$ cat src/verilog/ballast_fault_pkg.sv
// Constants and types for the ballast fault protection manager.
// Assumes a single 250 MHz clock; all comparator inputs arrive asynchronously.
// How it works
// Monitoring: supply below start threshold 1us blocks power-up.
// Supply below lockout 5us: power down, clear latch.
// Monitoring: either high-side filament open 100us blocks.
// Monitoring: low-side sense above 1.6V 100us blocks.
// Run: low-side above 3.2V 620us latches fault.
// Power-up: bus below 12.5% 1us, drives off, hysteresis.
// Active: bus below 12.5% stops PFC, no fault.
// Run: bus below 12.5% 625ms, restart when recovered.
// Run: bus below 75%, 100ms wait, skip preheat, max 7.
// Start-up: bus below 95% 80ms, 200ms restart.
// Power-up: bus above 105% 5us, drives off, hysteresis.
// Active: bus above 109% 5us stops PFC until <105%.
// Run: bus above 109% 625ms, restart below 105%.
// Run: lamp peak overvoltage 620us latches fault.
// Run: lamp rectifying effect 2500ms latches fault.
// Latched fault: wait 200ms, one restart, second latches.
// Failure latch clears at lockout or 40s run.
// Conditions must persist continuously; glitches restart timers.
// Each check enabled only in its listed phases.
package ballast_fault_pkg;

  localparam int unsigned CLK_MHZ = 250;
  localparam int unsigned T_START_US = 1;
  localparam int unsigned T_UVLO_US = 5;
  localparam int unsigned T_FIL_US = 100;
  localparam int unsigned T_FAULT_US = 620;
  localparam int unsigned T_OPEN_US = 1;
  localparam int unsigned T_OV_US = 5;
  localparam int unsigned T_UV_US = 84;
  localparam int unsigned T_UV_DELAY_US = 120;
  localparam int unsigned T_LONG_MS = 625;
  localparam int unsigned T_STARTUP_MS = 80;
  localparam int unsigned T_RETRY_MS = 200;
  localparam int unsigned T_UV_WAIT_MS = 100;
  localparam int unsigned T_RECT_MS = 2500;
  localparam int unsigned T_CLEAR_S = 40;
  localparam logic [3:0] UV_RESTART_MAX = 4'h7;

  localparam int unsigned CYC_START = T_START_US * CLK_MHZ;
  localparam int unsigned CYC_UVLO = T_UVLO_US * CLK_MHZ;
  localparam int unsigned CYC_FIL = T_FIL_US * CLK_MHZ;
  localparam int unsigned CYC_FAULT = T_FAULT_US * CLK_MHZ;
  localparam int unsigned CYC_OPEN = T_OPEN_US * CLK_MHZ;
  localparam int unsigned CYC_OV = T_OV_US * CLK_MHZ;
  localparam int unsigned CYC_UV = (T_UV_US + T_UV_DELAY_US) * CLK_MHZ;
  localparam int unsigned CYC_LONG = T_LONG_MS * 1000 * CLK_MHZ;
  localparam int unsigned CYC_STARTUP = T_STARTUP_MS * 1000 * CLK_MHZ;
  localparam int unsigned CYC_RETRY = T_RETRY_MS * 1000 * CLK_MHZ;
  localparam int unsigned CYC_UV_WAIT = T_UV_WAIT_MS * 1000 * CLK_MHZ;
  localparam longint unsigned CYC_RECT = longint'(T_RECT_MS) * 1000 * CLK_MHZ;
  localparam longint unsigned CYC_CLEAR = longint'(T_CLEAR_S) * 1000000 * CLK_MHZ;

  localparam int unsigned NUM_CHK = 14;
  localparam int unsigned CNT_W = 40;

  // Check indices into the qualifier array.
  localparam int unsigned C_START = 0;
  localparam int unsigned C_UVLO = 1;
  localparam int unsigned C_HS1 = 2;
  localparam int unsigned C_HS2 = 3;
  localparam int unsigned C_LS_MON = 4;
  localparam int unsigned C_LS_RUN = 5;
  localparam int unsigned C_OPEN_PU = 6;
  localparam int unsigned C_OPEN = 7;
  localparam int unsigned C_OPEN_LONG = 8;
  localparam int unsigned C_UV = 9;
  localparam int unsigned C_STARTUP = 10;
  localparam int unsigned C_OV_PU = 11;
  localparam int unsigned C_OV = 12;
  localparam int unsigned C_OV_LONG = 13;

  typedef enum logic [2:0] {
    PH_MONITOR = 3'h0,
    PH_POWERUP = 3'h1,
    PH_STARTUP = 3'h2,
    PH_SOFTSTART = 3'h3,
    PH_PREHEAT = 3'h4,
    PH_IGNITION = 3'h5,
    PH_PRERUN = 3'h6,
    PH_RUN = 3'h7
  } phase_type;

  typedef enum logic [2:0] {
    ST_IDLE = 3'h0,
    ST_HOLD_OFF = 3'h1,
    ST_WAIT_RETRY = 3'h2,
    ST_WAIT_BUS_LOW = 3'h3,
    ST_WAIT_BUS_HIGH = 3'h4,
    ST_LATCHED = 3'h5
  } action_type;

endpackage : ballast_fault_pkg

$ cat src/verilog/ballast_fault_protection_manager.sv
// Fault qualification and consequence logic of the ballast controller.
// Expects digitised comparator outputs and the current phase from the sequencer.
`timescale 1ns/1ps
module ballast_fault_protection_manager
  import ballast_fault_pkg::*;
#(
  parameter longint unsigned CYC_LONG_P = CYC_LONG,
  parameter longint unsigned CYC_STARTUP_P = CYC_STARTUP,
  parameter longint unsigned CYC_RETRY_P = CYC_RETRY,
  parameter longint unsigned CYC_UV_WAIT_P = CYC_UV_WAIT,
  parameter longint unsigned CYC_RECT_P = CYC_RECT,
  parameter longint unsigned CYC_CLEAR_P = CYC_CLEAR
) (
  // Clock and reset.
  input wire logic mclk_i,
  input wire logic reset_n_i,
  // Sequencer phase, same clock domain.
  input wire logic [2:0] phase_i,
  // Comparator outcomes, asynchronous.
  input wire logic supply_below_start_i,
  input wire logic supply_below_uvlo_i,
  input wire logic lamp_sense_first_low_i,
  input wire logic lamp_sense_second_low_i,
  input wire logic low_side_filament_sense_above_1v6_i,
  input wire logic low_side_filament_sense_above_3v2_i,
  input wire logic bus_level_below_12p5_i,
  input wire logic bus_level_below_75_i,
  input wire logic bus_level_below_95_i,
  input wire logic bus_level_above_105_i,
  input wire logic bus_level_above_109_i,
  input wire logic lamp_peak_overvoltage_i,
  input wire logic lamp_rectifying_effect_i,
  // Consequences.
  output logic power_up_block_o,
  output logic power_down_o,
  output logic gate_drive_off_o,
  output logic pfc_stop_o,
  output logic skip_preheat_o,
  output logic restart_req_o,
  output logic failure_latch_o,
  output logic latched_fault_o
);

  typedef struct packed {
    logic [NUM_CHK-1:0] s1;
    logic [NUM_CHK-1:0] s2;
    logic [NUM_CHK-1:0][CNT_W-1:0] cnt;
    logic [NUM_CHK-1:0] qual;
    logic [CNT_W-1:0] rect_cnt;
    logic rect_qual;
    logic [CNT_W-1:0] wait_cnt;
    logic [CNT_W-1:0] run_cnt;
    action_type act;
    logic fail_latch;
    logic [3:0] uv_restarts;
    logic pfc_hold_ov;
    logic skip_pre;
    logic restart;
    logic [1:0] aux_s1;
    logic [1:0] aux_s2;
    logic [CNT_W-1:0] peak_cnt;
    logic peak_qual;
  } state_type;

  logic rst_meta_ff;
  logic rst_sync_ff;
  state_type cur_ff;
  state_type nxt_cur;
  logic [NUM_CHK-1:0] raw;
  logic [NUM_CHK-1:0] en;
  logic [NUM_CHK-1:0][CNT_W-1:0] lim;
  phase_type ph;
  logic active;
  logic [CNT_W-1:0] wait_lim;

  // Reset release synchroniser.
  always_ff @(posedge mclk_i or negedge reset_n_i) begin
    if (!reset_n_i) begin
      rst_meta_ff <= 1'b0;
      rst_sync_ff <= 1'b0;
    end else begin
      rst_meta_ff <= 1'b1;
      rst_sync_ff <= rst_meta_ff;
    end
  end

  assign ph = phase_type'(phase_i);
  assign active = (ph != PH_MONITOR) && (ph != PH_POWERUP);

  assign raw = {bus_level_above_109_i, bus_level_above_109_i, bus_level_above_105_i,
                bus_level_below_95_i, bus_level_below_75_i, bus_level_below_12p5_i,
                bus_level_below_12p5_i, bus_level_below_12p5_i, low_side_filament_sense_above_3v2_i,
                low_side_filament_sense_above_1v6_i, lamp_sense_second_low_i, lamp_sense_first_low_i,
                supply_below_uvlo_i, supply_below_start_i};

  // Phase gating per check.
  always_comb begin
    en = '0;
    en[C_START] = (ph == PH_MONITOR);
    en[C_UVLO] = 1'b1;
    en[C_HS1] = (ph == PH_MONITOR);
    en[C_HS2] = (ph == PH_MONITOR);
    en[C_LS_MON] = (ph == PH_MONITOR);
    en[C_LS_RUN] = (ph == PH_RUN);
    en[C_OPEN_PU] = (ph == PH_POWERUP);
    en[C_OPEN] = active;
    en[C_OPEN_LONG] = (ph == PH_RUN);
    en[C_UV] = (ph == PH_RUN);
    en[C_STARTUP] = (ph == PH_STARTUP);
    en[C_OV_PU] = (ph == PH_POWERUP);
    en[C_OV] = active;
    en[C_OV_LONG] = (ph == PH_RUN);
  end

  always_comb begin
    lim[C_START] = CNT_W'(CYC_START);
    lim[C_UVLO] = CNT_W'(CYC_UVLO);
    lim[C_HS1] = CNT_W'(CYC_FIL);
    lim[C_HS2] = CNT_W'(CYC_FIL);
    lim[C_LS_MON] = CNT_W'(CYC_FIL);
    lim[C_LS_RUN] = CNT_W'(CYC_FAULT);
    lim[C_OPEN_PU] = CNT_W'(CYC_OPEN);
    lim[C_OPEN] = CNT_W'(CYC_OPEN);
    lim[C_OPEN_LONG] = CNT_W'(CYC_LONG_P);
    lim[C_UV] = CNT_W'(CYC_UV);
    lim[C_STARTUP] = CNT_W'(CYC_STARTUP_P);
    lim[C_OV_PU] = CNT_W'(CYC_OV);
    lim[C_OV] = CNT_W'(CYC_OV);
    lim[C_OV_LONG] = CNT_W'(CYC_LONG_P);
  end

  always_comb begin
    case (cur_ff.act)
      ST_WAIT_RETRY: wait_lim = cur_ff.skip_pre ? CNT_W'(CYC_UV_WAIT_P) : CNT_W'(CYC_RETRY_P);
      default: wait_lim = CNT_W'(CYC_RETRY_P);
    endcase
  end

  always_comb begin
    logic latch_evt;
    latch_evt = 1'b0;
    nxt_cur = cur_ff;
    nxt_cur.s1 = raw;
    nxt_cur.s2 = cur_ff.s1;
    nxt_cur.aux_s1 = {lamp_peak_overvoltage_i, lamp_rectifying_effect_i};
    nxt_cur.aux_s2 = cur_ff.aux_s1;
    nxt_cur.restart = 1'b0;
    // Any drop in a condition restarts its timer, so only continuous faults qualify.
    for (int i = 0; i < NUM_CHK; i++) begin
      if (!cur_ff.s2[i] || !en[i]) begin
        nxt_cur.cnt[i] = '0;
        nxt_cur.qual[i] = 1'b0;
      end else if (cur_ff.cnt[i] < lim[i]) begin
        nxt_cur.cnt[i] = cur_ff.cnt[i] + CNT_W'(1);
        nxt_cur.qual[i] = (cur_ff.cnt[i] + CNT_W'(1)) >= lim[i];
      end
    end
    // The lamp voltage checks sit outside the indexed array, so each keeps its own timer.
    if (!(cur_ff.aux_s2[0] && ph == PH_RUN)) begin
      nxt_cur.rect_cnt = '0;
      nxt_cur.rect_qual = 1'b0;
    end else if (cur_ff.rect_cnt < CNT_W'(CYC_RECT_P)) begin
      nxt_cur.rect_cnt = cur_ff.rect_cnt + CNT_W'(1);
      nxt_cur.rect_qual = (cur_ff.rect_cnt + CNT_W'(1)) >= CNT_W'(CYC_RECT_P);
    end
    if (!(cur_ff.aux_s2[1] && ph == PH_RUN)) begin
      nxt_cur.peak_cnt = '0;
      nxt_cur.peak_qual = 1'b0;
    end else if (cur_ff.peak_cnt < CNT_W'(CYC_FAULT)) begin
      nxt_cur.peak_cnt = cur_ff.peak_cnt + CNT_W'(1);
      nxt_cur.peak_qual = (cur_ff.peak_cnt + CNT_W'(1)) >= CNT_W'(CYC_FAULT);
    end
    // PFC overvoltage hold releases below the lower band or outside the active phases.
    if (cur_ff.qual[C_OV]) begin
      nxt_cur.pfc_hold_ov = 1'b1;
    end else if (!cur_ff.s2[C_OV_PU] || !active) begin
      nxt_cur.pfc_hold_ov = 1'b0;
    end
    // Forty seconds of clean run mode forgives an earlier fault.
    if (ph == PH_RUN && cur_ff.act == ST_IDLE) begin
      nxt_cur.run_cnt = (cur_ff.run_cnt < CNT_W'(CYC_CLEAR_P)) ? cur_ff.run_cnt + CNT_W'(1) : cur_ff.run_cnt;
      if (cur_ff.run_cnt + CNT_W'(1) >= CNT_W'(CYC_CLEAR_P)) begin
        nxt_cur.fail_latch = 1'b0;
        nxt_cur.uv_restarts = '0;
      end
    end else begin
      nxt_cur.run_cnt = '0;
    end
    latch_evt = cur_ff.qual[C_LS_RUN] || cur_ff.rect_qual || cur_ff.peak_qual;
    case (cur_ff.act)
      ST_IDLE: begin
        nxt_cur.wait_cnt = '0;
        if (cur_ff.qual[C_OPEN_PU] || cur_ff.qual[C_OV_PU]) begin
          nxt_cur.act = ST_HOLD_OFF;
        end else if (latch_evt) begin
          if (cur_ff.fail_latch) begin
            nxt_cur.act = ST_LATCHED;
          end else begin
            nxt_cur.fail_latch = 1'b1;
            nxt_cur.skip_pre = 1'b0;
            nxt_cur.act = ST_WAIT_RETRY;
          end
        end else if (cur_ff.qual[C_OPEN_LONG]) begin
          nxt_cur.act = ST_WAIT_BUS_HIGH;
        end else if (cur_ff.qual[C_OV_LONG]) begin
          nxt_cur.act = ST_WAIT_BUS_LOW;
        end else if (cur_ff.qual[C_UV]) begin
          if (cur_ff.uv_restarts >= UV_RESTART_MAX) begin
            nxt_cur.act = ST_LATCHED;
          end else begin
            nxt_cur.uv_restarts = cur_ff.uv_restarts + 4'h1;
            nxt_cur.skip_pre = 1'b1;
            nxt_cur.act = ST_WAIT_RETRY;
          end
        end else if (cur_ff.qual[C_STARTUP]) begin
          nxt_cur.skip_pre = 1'b0;
          nxt_cur.act = ST_WAIT_RETRY;
        end
      end
      ST_WAIT_RETRY: begin
        nxt_cur.wait_cnt = cur_ff.wait_cnt + CNT_W'(1);
        if (cur_ff.wait_cnt + CNT_W'(1) >= wait_lim) begin
          nxt_cur.restart = 1'b1;
          nxt_cur.act = ST_IDLE;
        end
      end
      ST_WAIT_BUS_HIGH: begin
        if (!cur_ff.s2[C_OPEN]) begin
          nxt_cur.restart = 1'b1;
          nxt_cur.act = ST_IDLE;
        end
      end
      ST_WAIT_BUS_LOW: begin
        if (!cur_ff.s2[C_OV_PU]) begin
          nxt_cur.restart = 1'b1;
          nxt_cur.act = ST_IDLE;
        end
      end
      default: begin
        // Hold-off and latched states leave only through supply lockout.
        nxt_cur.act = cur_ff.act;
      end
    endcase
    // Supply lockout overrides everything and clears the failure latch.
    if (cur_ff.qual[C_UVLO]) begin
      nxt_cur.act = ST_IDLE;
      nxt_cur.fail_latch = 1'b0;
      nxt_cur.uv_restarts = '0;
      nxt_cur.skip_pre = 1'b0;
      nxt_cur.restart = 1'b0;
    end
  end

  always_ff @(posedge mclk_i or negedge rst_sync_ff) begin
    if (!rst_sync_ff) begin
      cur_ff <= '0;
    end else begin
      cur_ff <= nxt_cur;
    end
  end

  assign power_up_block_o = cur_ff.qual[C_START] | cur_ff.qual[C_HS1] | cur_ff.qual[C_HS2] |
                            cur_ff.qual[C_LS_MON];
  assign power_down_o = cur_ff.qual[C_UVLO] | (cur_ff.act != ST_IDLE);
  assign gate_drive_off_o = power_down_o;
  assign pfc_stop_o = cur_ff.qual[C_OPEN] | cur_ff.pfc_hold_ov | power_down_o;
  assign skip_preheat_o = cur_ff.skip_pre;
  assign restart_req_o = cur_ff.restart;
  assign failure_latch_o = cur_ff.fail_latch;
  assign latched_fault_o = (cur_ff.act == ST_LATCHED);

endmodule : ballast_fault_protection_manager

$ cat config.mk
export PLATFORM = sky130hd
export DESIGN_NAME = ballast_fault_protection_manager
export DESIGN_NICKNAME = d
export VERILOG_FILES = /design/src/verilog/ballast_fault_pkg.sv /design/src/verilog/ballast_fault_protection_manager.sv
export SDC_FILE = /design/constraint.sdc
export NUM_CORES = 2
export LEC_CHECK = 0
export ABC_AREA = 1
export BUFFER_PORTS_ARGS = -buffer_cell sky130_fd_sc_hd__buf_2
export CAP_MARGIN = 20
export CORE_AREA = 2 2 278 280
export CTS_CLUSTER_DIAMETER = 40
export CTS_CLUSTER_SIZE = 10
export DETAILED_ROUTE_END_ITERATION = 10
export DIE_AREA = 0 0 280 282
export PLACE_DENSITY = 0.81
export SLEW_MARGIN = 20
export SYNTH_ARGS = -nofsm -noshare
export SYNTH_HDL_FRONTEND = slang
export SYNTH_SLANG_ARGS = --single-unit
$ cat constraint.sdc
create_clock -name mclk_i -period 31.1 [get_ports mclk_i]
set_input_delay 6.22 -clock mclk_i [delete_from_list [all_inputs] [get_ports mclk_i]]
set_output_delay 6.22 -clock mclk_i [all_outputs]
set_load 0.02 [all_outputs]
==> impl_metrics.py <==
metrics = {
    "grt": {
        "grt_use_met2": 0.544,
        "grt_pass1_vias": 44700,
        "grt_pass1_wl_mm": 217,
        "grt.total_usage": 0.330,
        "antenna_found_initial": 5,
        "grt_util_met3": 0.0438,
        "top_usage_layer": "met2",
        "grt_max_degree": 165,
        "met1_usage": 0.455,
        "overflow": 0,
    },
    "sta": {
        "layout_setup_ws_ps": 22070,
        "totalNegativeSetupSlack_ps": 0,
        "slew_viol_final": 0,
        "grt_setup_unrepaired": "no",
        "clock.fmax_mhz": 111,
        "post-route-period-util": 0.290,
        "min_period_ps": 9030,
        "slew_headroom": 0.190,
        "skew_ps": 26.7,
        "setup_viol": 0,
        "finalHoldViolCount": 0,
        "tightestPinTransition_ps": 1210,
    },
    "routing": {
        "drc": 0,
        "via_per_inst": 5.68,
        "drtPass1Iterations": 8,
        "vias": 46500,
        "ant_nets": 0,
        "drt-initial-drc-count": 4391,
        "wl_per_cell_um": 15.9,
        "wl_mm": 130,
    },
    "cts": {
        "clk_pin_slew_ps": 60,
        "cts_tree": "yes",
        "postCtsSetupRepairBufs": 0,
        "cts_resized": 0,
        "clk_path_buf_depth": 3,
        "postCtsHoldBufs": 0,
        "cts_buffers": 120,
        "clk_latency_ps": 690,
        "cts-htree-levels": 3,
        "cts.sinks": 775,
        "cts_root_buf": "clkbuf_16",
    },
    "logic_synthesis": {
        "synth_edf_count": 0,
        "synth_simple_gate_area_share": 0.362,
        "syn-num-nets": 7087,
        "synth_compound_area_frac": 0.0580,
        "synth_xor_xnor_area_share": 0.0906,
        "synthAdderAreaFrac": 0.0115,
        "ys_warn_count": 0,
        "ys_types": 59,
        "synth_ff_type": "dfrtp_1",
        "ys_ff_latch": 775,
        "ys_async_sr_fraction": 1.00,
        "syn_inst": 7024,
        "netlist_area_um2": 49000,
        "synth-seq-area-share": 0.396,
        "synth_top_family_by_area": "simple AND/OR/NAND/NOR gates",
        "synthMuxAreaShare": 0,
        "avgSynthCellArea_um2": 6.98,
    },
    "worst_setup_path": {
        "start_kind": "flip-flop",
        "max_stage_delay_ps": 610,
        "crit_path_top_delay_cell": "dfrtp_1",
        "r2r_slack_ps": 26730,
        "required_ps": 24880,
        "worstPathMaxFanout": 27,
        "critical_path_class": "reg2out",
        "end_kind": "output pin",
        "startpoint": "cur_ff[53]",
        "worstPathCellList": "nor2_1 > buf_4 > nand2_1 > nor2_1 > nand2_1 > buf_2",
        "cp_num_buf_inv": 2,
        "r2r_start": "cur_ff[55]",
        "cp.arrival_ps": 2810,
        "path_delay_family": "simple AND/OR/NAND/NOR gates",
    },
    "flow_run": {
        "cap_viol_max_count": 0,
    },
    "floorplan": {
        "start_util": 0.648,
        "pin_count": 26,
        "die_y_um": 282,
        "core_area_um2": 75700,
        "fp.dieArea_um2": 79000,
        "rows": 101,
        "die_x_um": 280,
    },
    "placement": {
        "placed_cells": 7960,
        "port_buffers": 25,
        "dp_hpwl_mm": 96.0,
        "place_congestion": 0.997,
        "pre_cts_ws_ps": 22170,
    },
    "cells_and_area": {
        "final_common_cell": "nand2_1",
        "area_growth_pct": 10.9,
        "drive_above_1_share": 0.0455,
        "utilization": 0.718,
        "layout_common_cells": "nand2_1, nor2_1, inv_1",
        "fin_cells": 8172,
        "final_nets": 7170,
        "n_fill_cell": 6236,
    },
    "hold_path": {
        "hold_class": "reg2async",
    },
    "status": {
        "status": "finished, final reports clean",
    },
    "power_and_ir_drop": {
        "p_leak_uw": 0.0227,
        "peakVddDrop_mv": 0.0517,
        "p_per_area_nw_per_um2": 44.8,
    },
}
==> flip-flops by register name (all words and copies together), names as in the netlist <==
name and flops:
skip_preheat_o 1, failure_latch_o 1, rst_sync_ff 1, restart_req_o 1, cur_ff 770, rst_meta_ff 1
==> cells by family after synthesis <==
group / count (synthesis)
AOI/OAI and AO/OA: 493
adders and majority gates: 45
DFF: 775
buffers and inverters: 1070
xor gates and xnor gates: 507
and+or+nand+nor: 4133
other: 1
==> final timing paths <==
path                                      end  cells after the start
worst max-delay path               pfc_stop_o                      6
min in group mclk_i               cur_ff[752]                      0
worst max register to register  restart_req_o                     16
worst min register to register    cur_ff[775]                      0
worst min-delay path              cur_ff[775]                      0
max in group asynchronous         rst_sync_ff                      1
==> per-stage QoR <==
stage / power [uW] / instance area (um2) / hold WS, ps
floorplan: 1090 / 49000 / 331
global placement: 1110 / 50200 / 332
detailed placement: 1120 / 50200 / 335
CTS: 2450 / 54300 / 346
global route: 2510 / 54300 / 229
finish: 2430 / 54400 / 205
==> cell usage after synthesis (21+ instances only) <==
cell / number / area, um2
nor2_2: 31 / 194
o22ai_1: 177 / 1110
nand2_1: 1694 / 6360
ha_1: 45 / 563
dfrtp_1: 775 / 19400
nand3_1: 425 / 2130
nand3b_1: 21 / 158
clkbuf_1: 74 / 278
xor2_1: 496 / 4340
nand4_1: 237 / 1480
a21oi_1: 46 / 230
nor3_1: 334 / 1670
o21ai_0: 199 / 996
inv_1: 970 / 3640
nor2_1: 1237 / 4640
nor4_1: 86 / 538
==> layer usage <==
metal  vias up  wire length, um
met5         -                0
met3       285             8220
met1     21800            57900
met4         0             3690
li1      22700                -
met2      1641            60400
==> area by class of cell <==
class	count	area, um2	share of cell area
flip-flops and latches	775	19400	0.357
inverters	982	3690	0.0678
clock buffers	147	3320	0.0610
diodes	4	10.0	0.000184
multi-input cells	5179	25600	0.471
clock inverters	58	709	0.0131
well taps	978	1220	0.0225
repair buffers	49	404	0.00744
==> power by group <==
group	switching, uW	internal (uW)
clock	488	846
combinational	61.2	17.9
sequential	6.26	1020
total	556	1880
(Power assumes the default switching activity.)
